$ cat src/logic/cksg_pkg.sv
// constants for the clock synthesizer gating and power-down control
// assumes a single 25 MHz system clock that stands in for the crystal reference
package cksg_pkg;

	// phase counter: host = bit 1, bus = bit 2, reference = bit 0
	localparam int          PHASE_W        = 3;
	localparam logic [2:0]  PHASE_RESET    = 3'h7;
	localparam logic [2:0]  PHASE_ALL_LOW  = 3'h7;
	localparam logic [1:0]  HOST_LOW_SLOT  = 2'h3;
	localparam int          REF_BIT        = 0;
	localparam int          HOST_BIT       = 1;
	localparam int          BUS_BIT        = 2;

	// frequency select encodings
	localparam logic [1:0]  SEL_HIZ        = 2'h0;
	localparam logic [1:0]  SEL_HOST_60    = 2'h1;
	localparam logic [1:0]  SEL_HOST_66    = 2'h2;
	localparam logic [1:0]  SEL_TEST       = 2'h3;

	// power-up latency must stay below this time
	localparam int          SYS_CLK_MHZ    = 25;
	localparam int          SYS_PERIOD_NS  = 1000 / SYS_CLK_MHZ;
	localparam int          PD_WAKE_MAX_NS = 3000000;
	localparam int          PD_WAKE_CYCLES = PD_WAKE_MAX_NS / SYS_PERIOD_NS - 1;
	localparam int          WAKE_CNT_W     = 17;

	typedef enum logic [1:0]
	{
		ST_RUN  = 2'b00,
		ST_PARK = 2'b01,
		ST_OFF  = 2'b10,
		ST_WAKE = 2'b11
	} cksg_state_t;

endpackage

$ cat src/logic/cksg_ctrl.sv
// clock gating, mode select and power-down sequencing of a clock synthesizer
// assumes clk_sys is the free crystal-rate clock; the analog PLL follows the rate and run outputs
`timescale 1ns/1ps

module cksg_ctrl
	import cksg_pkg::*;
#(
	parameter int unsigned WAKE_CYCLES = PD_WAKE_CYCLES
)
(
	input  wire logic clk_sys,
	input  wire logic rst_n,
	input  wire logic freq_select_lo,
	input  wire logic freq_select_hi,
	input  wire logic host_clock_gate_in,
	input  wire logic bus_clock_gate_in,
	input  wire logic power_down_n,
	output logic      host_clock_out,
	output logic      bus_clock_out,
	output logic      reference_clock_out,
	output logic      interrupt_ctrl_clock_out,
	output logic      fixed24ClockOut,
	output logic      fixed48ClockOut,
	output logic      clockOutEnable,
	output logic      hostRate66,
	output logic      testModeActive,
	output logic      oscillatorRun,
	output logic      vcoRun,
	output logic      clocksValid
);

	////////////////////////////////////////////////////////////////////////////
	// synchronisers for the asynchronous gate and power-down inputs

	logic        hostGateMeta_r;
	logic        hostGateSync_r;
	logic        busGateMeta_r;
	logic        busGateSync_r;
	logic        pdMeta_r;
	logic        pdSync_r;

	always_ff @(posedge clk_sys or negedge rst_n)
	begin
		if (!rst_n)
		begin
			hostGateMeta_r <= 1'b0;
			hostGateSync_r <= 1'b0;
			busGateMeta_r  <= 1'b0;
			busGateSync_r  <= 1'b0;
			pdMeta_r       <= 1'b1;
			pdSync_r       <= 1'b1;
		end
		else
		begin
			hostGateMeta_r <= host_clock_gate_in;
			hostGateSync_r <= hostGateMeta_r;
			busGateMeta_r  <= bus_clock_gate_in;
			busGateSync_r  <= busGateMeta_r;
			pdMeta_r       <= power_down_n;
			pdSync_r       <= pdMeta_r;
		end
	end

	////////////////////////////////////////////////////////////////////////////
	// power-down sequencer, phase counter and gate enables

	cksg_state_t           state_r;
	cksg_state_t           state_nxt;
	logic [PHASE_W-1:0]    phase_r;
	logic [PHASE_W-1:0]    phase_nxt;
	logic [WAKE_CNT_W-1:0] wakeCnt_r;
	logic [WAKE_CNT_W-1:0] wakeCnt_nxt;
	logic                  hostEn_r;
	logic                  hostEn_nxt;
	logic                  busEn_r;
	logic                  busEn_nxt;
	logic                  allLowSlot;

	assign allLowSlot = (phase_r == PHASE_ALL_LOW);

	always_comb
	begin
		state_nxt   = state_r;
		phase_nxt   = phase_r + 3'h1;
		wakeCnt_nxt = wakeCnt_r;
		hostEn_nxt  = hostEn_r;
		busEn_nxt   = busEn_r;
		case (state_r)
			ST_RUN:
			begin
				// gates change only while the gated clock is low, just before a rising edge
				if (phase_r[1:0] == HOST_LOW_SLOT)
					hostEn_nxt = hostGateSync_r;
				if (allLowSlot)
					busEn_nxt = busGateSync_r;
				if (!pdSync_r && allLowSlot)
				begin
					state_nxt  = ST_PARK;
					hostEn_nxt = 1'b0;
					busEn_nxt  = 1'b0;
				end
			end
			ST_PARK:
			begin
				state_nxt  = ST_OFF;
				phase_nxt  = PHASE_RESET;
				hostEn_nxt = 1'b0;
				busEn_nxt  = 1'b0;
			end
			ST_OFF:
			begin
				phase_nxt   = PHASE_RESET;
				wakeCnt_nxt = '0;
				hostEn_nxt  = 1'b0;
				busEn_nxt   = 1'b0;
				if (pdSync_r)
					state_nxt = ST_WAKE;
			end
			ST_WAKE:
			begin
				hostEn_nxt = 1'b0;
				busEn_nxt  = 1'b0;
				if (wakeCnt_r < WAKE_CNT_W'(WAKE_CYCLES))
					wakeCnt_nxt = wakeCnt_r + 17'h00001;
				if (!pdSync_r)
					state_nxt = ST_PARK;
				else if (wakeCnt_r >= WAKE_CNT_W'(WAKE_CYCLES) && allLowSlot)
					state_nxt = ST_RUN;
			end
			default:
			begin
				state_nxt = ST_PARK;
			end
		endcase
	end

	always_ff @(posedge clk_sys or negedge rst_n)
	begin
		if (!rst_n)
		begin
			state_r   <= ST_RUN;
			phase_r   <= PHASE_RESET;
			wakeCnt_r <= '0;
			hostEn_r  <= 1'b0;
			busEn_r   <= 1'b0;
		end
		else
		begin
			state_r   <= state_nxt;
			phase_r   <= phase_nxt;
			wakeCnt_r <= wakeCnt_nxt;
			hostEn_r  <= hostEn_nxt;
			busEn_r   <= busEn_nxt;
		end
	end

	////////////////////////////////////////////////////////////////////////////
	// clock outputs and mode outputs, all registered

	logic [1:0] freqSel;
	logic       runNxt;
	logic       hostOut_nxt;
	logic       busOut_nxt;
	logic       refOut_nxt;
	logic       f24Out_nxt;
	logic       f48Out_nxt;
	logic       outEn_nxt;
	logic       rate66_nxt;
	logic       test_nxt;
	logic       osc_nxt;
	logic       valid_nxt;

	assign freqSel = {freq_select_hi, freq_select_lo};

	always_comb
	begin
		runNxt      = (state_nxt == ST_RUN);
		// every clock shares one phase, so the bus rises only on a host-rate (fixed48ClockOut) rising edge
		hostOut_nxt = hostEn_nxt & runNxt & ~phase_nxt[HOST_BIT];
		busOut_nxt  = busEn_nxt & runNxt & ~phase_nxt[BUS_BIT];
		refOut_nxt  = runNxt & ~phase_nxt[REF_BIT];
		f48Out_nxt  = runNxt & ~phase_nxt[HOST_BIT];
		f24Out_nxt  = runNxt & ~phase_nxt[BUS_BIT];
		outEn_nxt   = (freqSel != SEL_HIZ);
		rate66_nxt  = (freqSel == SEL_HOST_66);
		test_nxt    = (freqSel == SEL_TEST);
		osc_nxt     = (state_nxt != ST_OFF);
		valid_nxt   = runNxt;
	end

	always_ff @(posedge clk_sys or negedge rst_n)
	begin
		if (!rst_n)
		begin
			host_clock_out           <= 1'b0;
			bus_clock_out            <= 1'b0;
			reference_clock_out      <= 1'b0;
			interrupt_ctrl_clock_out <= 1'b0;
			fixed24ClockOut          <= 1'b0;
			fixed48ClockOut          <= 1'b0;
			clockOutEnable           <= 1'b0;
			hostRate66               <= 1'b0;
			testModeActive           <= 1'b0;
			oscillatorRun            <= 1'b1;
			vcoRun                   <= 1'b1;
			clocksValid              <= 1'b0;
		end
		else
		begin
			host_clock_out           <= hostOut_nxt;
			bus_clock_out            <= busOut_nxt;
			reference_clock_out      <= refOut_nxt;
			interrupt_ctrl_clock_out <= refOut_nxt;
			fixed24ClockOut          <= f24Out_nxt;
			fixed48ClockOut          <= f48Out_nxt;
			clockOutEnable           <= outEn_nxt;
			hostRate66               <= rate66_nxt;
			testModeActive           <= test_nxt;
			oscillatorRun            <= osc_nxt;
			vcoRun                   <= osc_nxt;
			clocksValid              <= valid_nxt;
		end
	end
endmodule

$ cat config.mk
export PLATFORM = sky130hd
export DESIGN_NAME = cksg_ctrl
export DESIGN_NICKNAME = d
export VERILOG_FILES = /design/src/logic/cksg_pkg.sv /design/src/logic/cksg_ctrl.sv
export SDC_FILE = /design/constraint.sdc
export NUM_CORES = 1
export LEC_CHECK = 0
export BUFFER_PORTS_ARGS = -buffer_cell sky130_fd_sc_hd__buf_2
export CORE_UTILIZATION = 34
export DETAILED_ROUTE_END_ITERATION = 7
export HOLD_SLACK_MARGIN = 0.02
export PLACE_DENSITY_LB_ADDON = 0.3
export SKIP_LAST_GASP = 1
export SLEW_MARGIN = 20
export SYNTH_ARGS = -nofsm -noshare
export SYNTH_HDL_FRONTEND = slang
export SYNTH_SLANG_ARGS = --single-unit
$ cat constraint.sdc
create_clock -name clk_sys -period 5.4 [get_ports clk_sys]
set_input_delay 0.54 -clock clk_sys [delete_from_list [all_inputs] [get_ports clk_sys]]
set_output_delay 0.54 -clock clk_sys [all_outputs]
set_load 0.02 [all_outputs]
# [Word level (Yosys, flattened, before mapping)]
# Cells that the tools add are included.
# W data, S select, Z words.
[totals] ff_bits=40 input_bits=7
[classes] addsub=2 magnitude_cmp=2 eq_ne=9 mux=14 n_bitwise=10 reduce_logical=10
[ops] op="$pmux W17 S2" n=1
[ops] op="$add A17 B1 Y17 const B" n=1
[ops] op="$ge A17 B17 Y1 const B" n=1
[ops] op="$lt A17 B17 Y1 const B" n=1
[ops] op="$mux W17" n=1
[ops] op="$eq A2 B2 Y1 const B" n=5
[ops] op="$mux W2" n=4
[ops] op="$pmux W2 S4" n=1
[ops] op="$and A1 B1 Y1" n=7
[ops] op="$logic_not A2 Y1" n=2
[ops] op="$mux W1" n=4
[ops] op="$ne A2 B2 Y1 const B" n=2
[ops] op="$pmux W1 S2" n=2
[ops] op="$reduce_bool A2 Y1" n=2
[ops] op="$add A3 B1 Y3 const B" n=1
[ops] op="$eq A3 B3 Y1 const B" n=1
[ops] op="$mux W3" n=1
[ops] op="$not A1 Y1" n=3
[ops] op="$reduce_or A3 Y1" n=1
[ops] op="$eq A2 B1 Y1 const B" n=1
[ops] op="$logic_and A1 B1 Y1" n=2
[ops] op="$reduce_and A2 Y1" n=1
[ops] op="$reduce_or A2 Y1" n=1
[ops] op="$logic_not A1 Y1" n=1

# [Logic depth before layout (Yosys ltp)]
[logic_depth] depth_word=8 mapped_depth=7 ltp_nobuf=7

# [Worst setup path after synthesis]
# OpenSTA, ideal clock, no wires.
[synth_timing] kind="reg2reg" startpoint="register state_r[0]" endpoint="register bus_clock_out" setup_ps=78 arrival_time_ps=1735 required_ps=5322 path_slack_ps=3587 stages_incl_launch_ff=8 n_path_buf=1 synth_period_minus_slack_ps=1813 cell_sequence="dfrtp_1 > ha_1 > clkbuf_1 > o41ai_1 > o21ai_0 > a21oi_1 > o211ai_1 > a21oi_1"
[synth_between] elab_chain_len=6 word_cells_on_any_way=17 cone_classes="3 x eq/ne; 7 x mux; 3 x bitwise; 4 x reduce/logical"
[synth_lines] element="start: declaration" line_no="cksg_ctrl.sv:67" rtl="cksg_state_t state_r;"
[synth_lines] element="start signal: assignment" line_no="cksg_ctrl.sv:149" rtl="state_r <= state_nxt;"
[synth_lines] element="$mux W2" line_no="cksg_ctrl.sv:127" rtl="else if (wakeCnt_r >= WAKE_CNT_W'(WAKE_CYCLES) && allLowSlot)"
[synth_lines] element="$mux W2" line_no="cksg_ctrl.sv:125" rtl="if (!pdSync_r)"
[synth_lines] element="$pmux W2 S4" line_no="cksg_ctrl.sv:88" rtl="case (state_r)"
[synth_lines] element="$logic_not A2 Y1" line_no="cksg_ctrl.sv:177" rtl="runNxt = (state_nxt == ST_RUN);"
[synth_lines] element="$and A1 B1 Y1" line_no="cksg_ctrl.sv:180" rtl="busOut_nxt = busEn_nxt & runNxt & ~phase_nxt[BUS_BIT];"
[synth_lines] element="$and A1 B1 Y1 (*)" line_no="cksg_ctrl.sv:180"
[synth_lines] element="named net busOut_nxt" line_no="cksg_ctrl.sv:163" rtl="logic busOut_nxt;"
[synth_lines] element="end signal: assignment" line_no="cksg_ctrl.sv:211" rtl="bus_clock_out <= busOut_nxt;"
[synth_lines] element="end: declaration" line_no="cksg_ctrl.sv:19" rtl="output logic bus_clock_out,"
# The timed path passes the listed nets; every way through them passes the cells marked *.
# A chain may end at the register's enable or synchronous reset.

# [Final worst setup path]
[layout_timing] startpoint="register wakeCnt_r[9]" endpoint="register wakeCnt_r[13]"
[layout_between] elab_chain_len=3 word_cells_on_any_way=6 cone_classes="1 x add/sub; 1 x order compare; 1 x eq/ne; 2 x mux; 1 x reduce/logical"
[layout_lines] element="start: declaration" line_no="cksg_ctrl.sv:71" rtl="logic [WAKE_CNT_W-1:0] wakeCnt_r;"
[layout_lines] element="start signal: assignment" line_no="cksg_ctrl.sv:151" rtl="wakeCnt_r <= wakeCnt_nxt;"
[layout_lines] element="$add A17 B1 Y17 / $lt A17 B17 Y1 (equally long branches)" line_no="cksg_ctrl.sv:124, cksg_ctrl.sv:123"
[layout_lines] element="$mux W17 / $ne A2 B2 Y1 (equally long branches)"
[layout_lines] element="$pmux W17 S2 / $reduce_and A2 Y1 (equally long branches)"
# Several ways; a longest one is shown, not always the timed one. The select of a mux whose other input is x is not followed.

==> run summary <==
Status -> finished clean
Initial DRC Count -> 61
Critical path required time -> 5620 ps
# diodes -> 0
Detailed-route via count -> 1339
Cell Rows -> 26
Core area -> 0.005238 mm2
Commonest non-fill, non-tap cells in the layout -> dfrtp_1 (34), nand2_1 (21), buf_2 (18)
Die Footprint -> 0.005855 mm2
Initial antenna violation count -> 0
Finished Core Util -> 0.4123
Pins Over Slew Limit -> 0
Top reg by flops -> wakeCnt_r
Worst EP arrival -> 2430 ps
Crit Path Class -> flop to flop
Final setup TNS -> 0 ps
Sequential-to-total area share from yosys stat -> 0.5341
FF-to-FF End -> wakeCnt_r[13]$_DFFE_PN0P_
Setup Buffers After CTS -> 0
Tot Pwr -> 1016 uW
H-Tree Depth -> 2
Flop and latch count out of synthesis -> 40
Nets -> 207
Synth warnings -> 0
Startpoint Class -> flop
Starting density of the core -> 0.3605
DRT Pass-1 Iters -> 4
Multi-input logic area -> 833.3 um2
Crit path max fanout -> 11
Post-DP HPWL -> 2425 um
# Max-Cap Violations -> 0
Fmax -> 0.4529 GHz
Crit end category -> flop
Worst Setup EP -> wakeCnt_r[13]$_DFFE_PN0P_
Rel. slew slack -> 0.4212
PostCTS Resize Cnt -> 0
Clock skew -> 3.367 ps
CTS tree -> yes
Max reg flops -> 17
Avg Synthesized Cell Area -> 10.98 um2
IO Pins -> 19
Flop2flop setup slack -> 3190 ps
Die Width -> 76.52 um
Die Span Y -> 76.52 um
Regs by FF count -> wakeCnt_r: 17 flops, phase_r: 3 flops, state_r: 2 flops
Share of layout cells above drive strength 1 -> 0.2021
Slew @ Worst Pin -> 868.2 ps
Clk root buf -> clkbuf_8
Netlist cell types -> 43
Grt total ovfl -> 0
Vias/cell -> 5.091
Final min period -> 2208 ps
Number of flops mapped to enable cells by yosys -> 0
DR DRC count -> 0
Fillers -> 501
Wire per inst -> 13.37 um
Commonest register cell after synthesis -> dfrtp_1
Post-CTS Hold Fix Bufs -> 0
Post-synth ARST share -> 1.000
Clock Sink Count -> 40
Leakage -> 0.0009708 uW
RR Startpoint -> wakeCnt_r[9]$_DFFE_PN0P_
Endpoints failing hold -> 0
CTS Buf Count -> 5
Number of global-route vias before repair -> 1318
Peak VDD IR -> 0.2529 mV
Crit. Startpoint -> wakeCnt_r[9]$_DFFE_PN0P_
Skew-Pair Late Insertion Delay -> 290 ps
Post-Syn Nets -> 187
Period utilization -> 0.4089
Pwr dens -> 470.7 mW/mm2
Cells after Synth -> 172
Worst Hold Class -> input port to flop
Synthesized cell area -> 0.001888 mm2
R2r worst-path depth -> 5
# setup viols final -> 0
PortBufs -> 18
Largest net degree at the start of global routing -> 41
CTS max path bufs -> 2
Clock-pin slew on the worst setup and hold paths -> 80 ps
Overall Global Routing Usage -> 0.1329
GP Congestion -> 0.7943
Commonest non-fill, non-tap cell in the layout -> dfrtp_1
Global-route wire length before repair -> 6120 um
Unrepaired setup endpoints after global routing -> false
Area grow syn2layout -> 14.38%
Sequential cell area -> 0.001008 mm2
ANT nets after route -> 0
Final wirelength -> 3515 um
-- metal layers --
metal	vias to the layer above	routed length, um	GRT usage
li1	673	-	-
met2	30	1523	0.1973
met4	0	64	0.05769
met3	5	127	0.03234
met1	631	1800	0.1837
met5	-	0	0
-- how the worst min path moves through the flow --
stage,slack [ps],start,endpoint,cells after the start
6_report,340,power_down_n,pdMeta_r$_DFF_PN1_,1
5_1_grt,330,power_down_n,pdMeta_r$_DFF_PN1_,1
4_1_cts,330,power_down_n,pdMeta_r$_DFF_PN1_,1
3_5_place_dp,340,hostGateMeta_r$_DFF_PN0_,hostGateSync_r$_DFF_PN0_,0
3_3_place_gp,330,busGateMeta_r$_DFF_PN0_,busGateSync_r$_DFF_PN0_,0
2_1_floorplan,240,rst_n,busEn_r$_DFF_PN0_,0
-- cell usage after synthesis, types with 2 or more instances --
library cell	instances	area (um2)
nor2b_1	3	18.77
o21ai_0	7	35.03
o211ai_1	5	37.54
nand3_1	8	40.04
and2_1	2	12.51
a21oi_1	8	40.04
o41ai_1	2	17.52
o31ai_1	4	30.03
nor2_1	7	26.28
buf_4	2	15.01
nand2_1	21	78.83
nand2b_1	2	12.51
a31oi_1	2	12.51
nor3_1	5	25.02
dfrtp_1	34	850.8
or2_2	2	12.51
dfstp_2	6	157.7
inv_1	5	18.77
nand4_1	5	31.28
clkbuf_1	2	7.510
mux2i_1	9	90.09
or3_1	3	18.77
ha_1	8	100.1
-- worst max-delay path, stage by stage (launching register included) --
cell and delay, ps:
dfrtp_1 440, a211o_1 350, a31oi_4 260, o2111ai_1 460, or3_1 500, a21oi_1 140
-- area by class of cell --
cell class | instances | area share
Inverter | 5 | 0.008691
Tap cell | 70 | 0.04056
Multi-Input combinational cell | 122 | 0.3859
Clock buffer | 6 | 0.03824
Clock inverter | 2 | 0.01796
Timing Repair Buffer | 18 | 0.04171
Sequential cell | 40 | 0.4670
-- through the flow --
stage	std cells	setup slack (ps)	area, um2	hold slack, ps
CTS	263	3226	2160	327.1
floorplan	172	3587	1888	244.4
global route	263	3049	2160	329.0
global placement	255	3267	2038	331.4
finish	263	3192	2160	337.7
detailed placement	255	3244	2038	335.5
-- power by group --
part	switching [uW]	leakage, uW	internal [uW]
Combinational	232	0.000397	127
Clock	106	0.0000614	151
Sequential	38.3	0.000512	362
-- logic make-up after synthesis --
logic type	Yosys count	synth area share
and+or+nand+nor	64	0.1776
AOI/OAI and AO/OA	40	0.1584
DFF	40	0.5341
buffers and inverters	10	0.02452
muxes	9	0.04772
adders and majority gates	8	0.05302
xor gates and xnor gates	1	0.004640
No activity file was read; power rests on OpenSTA's default activity.
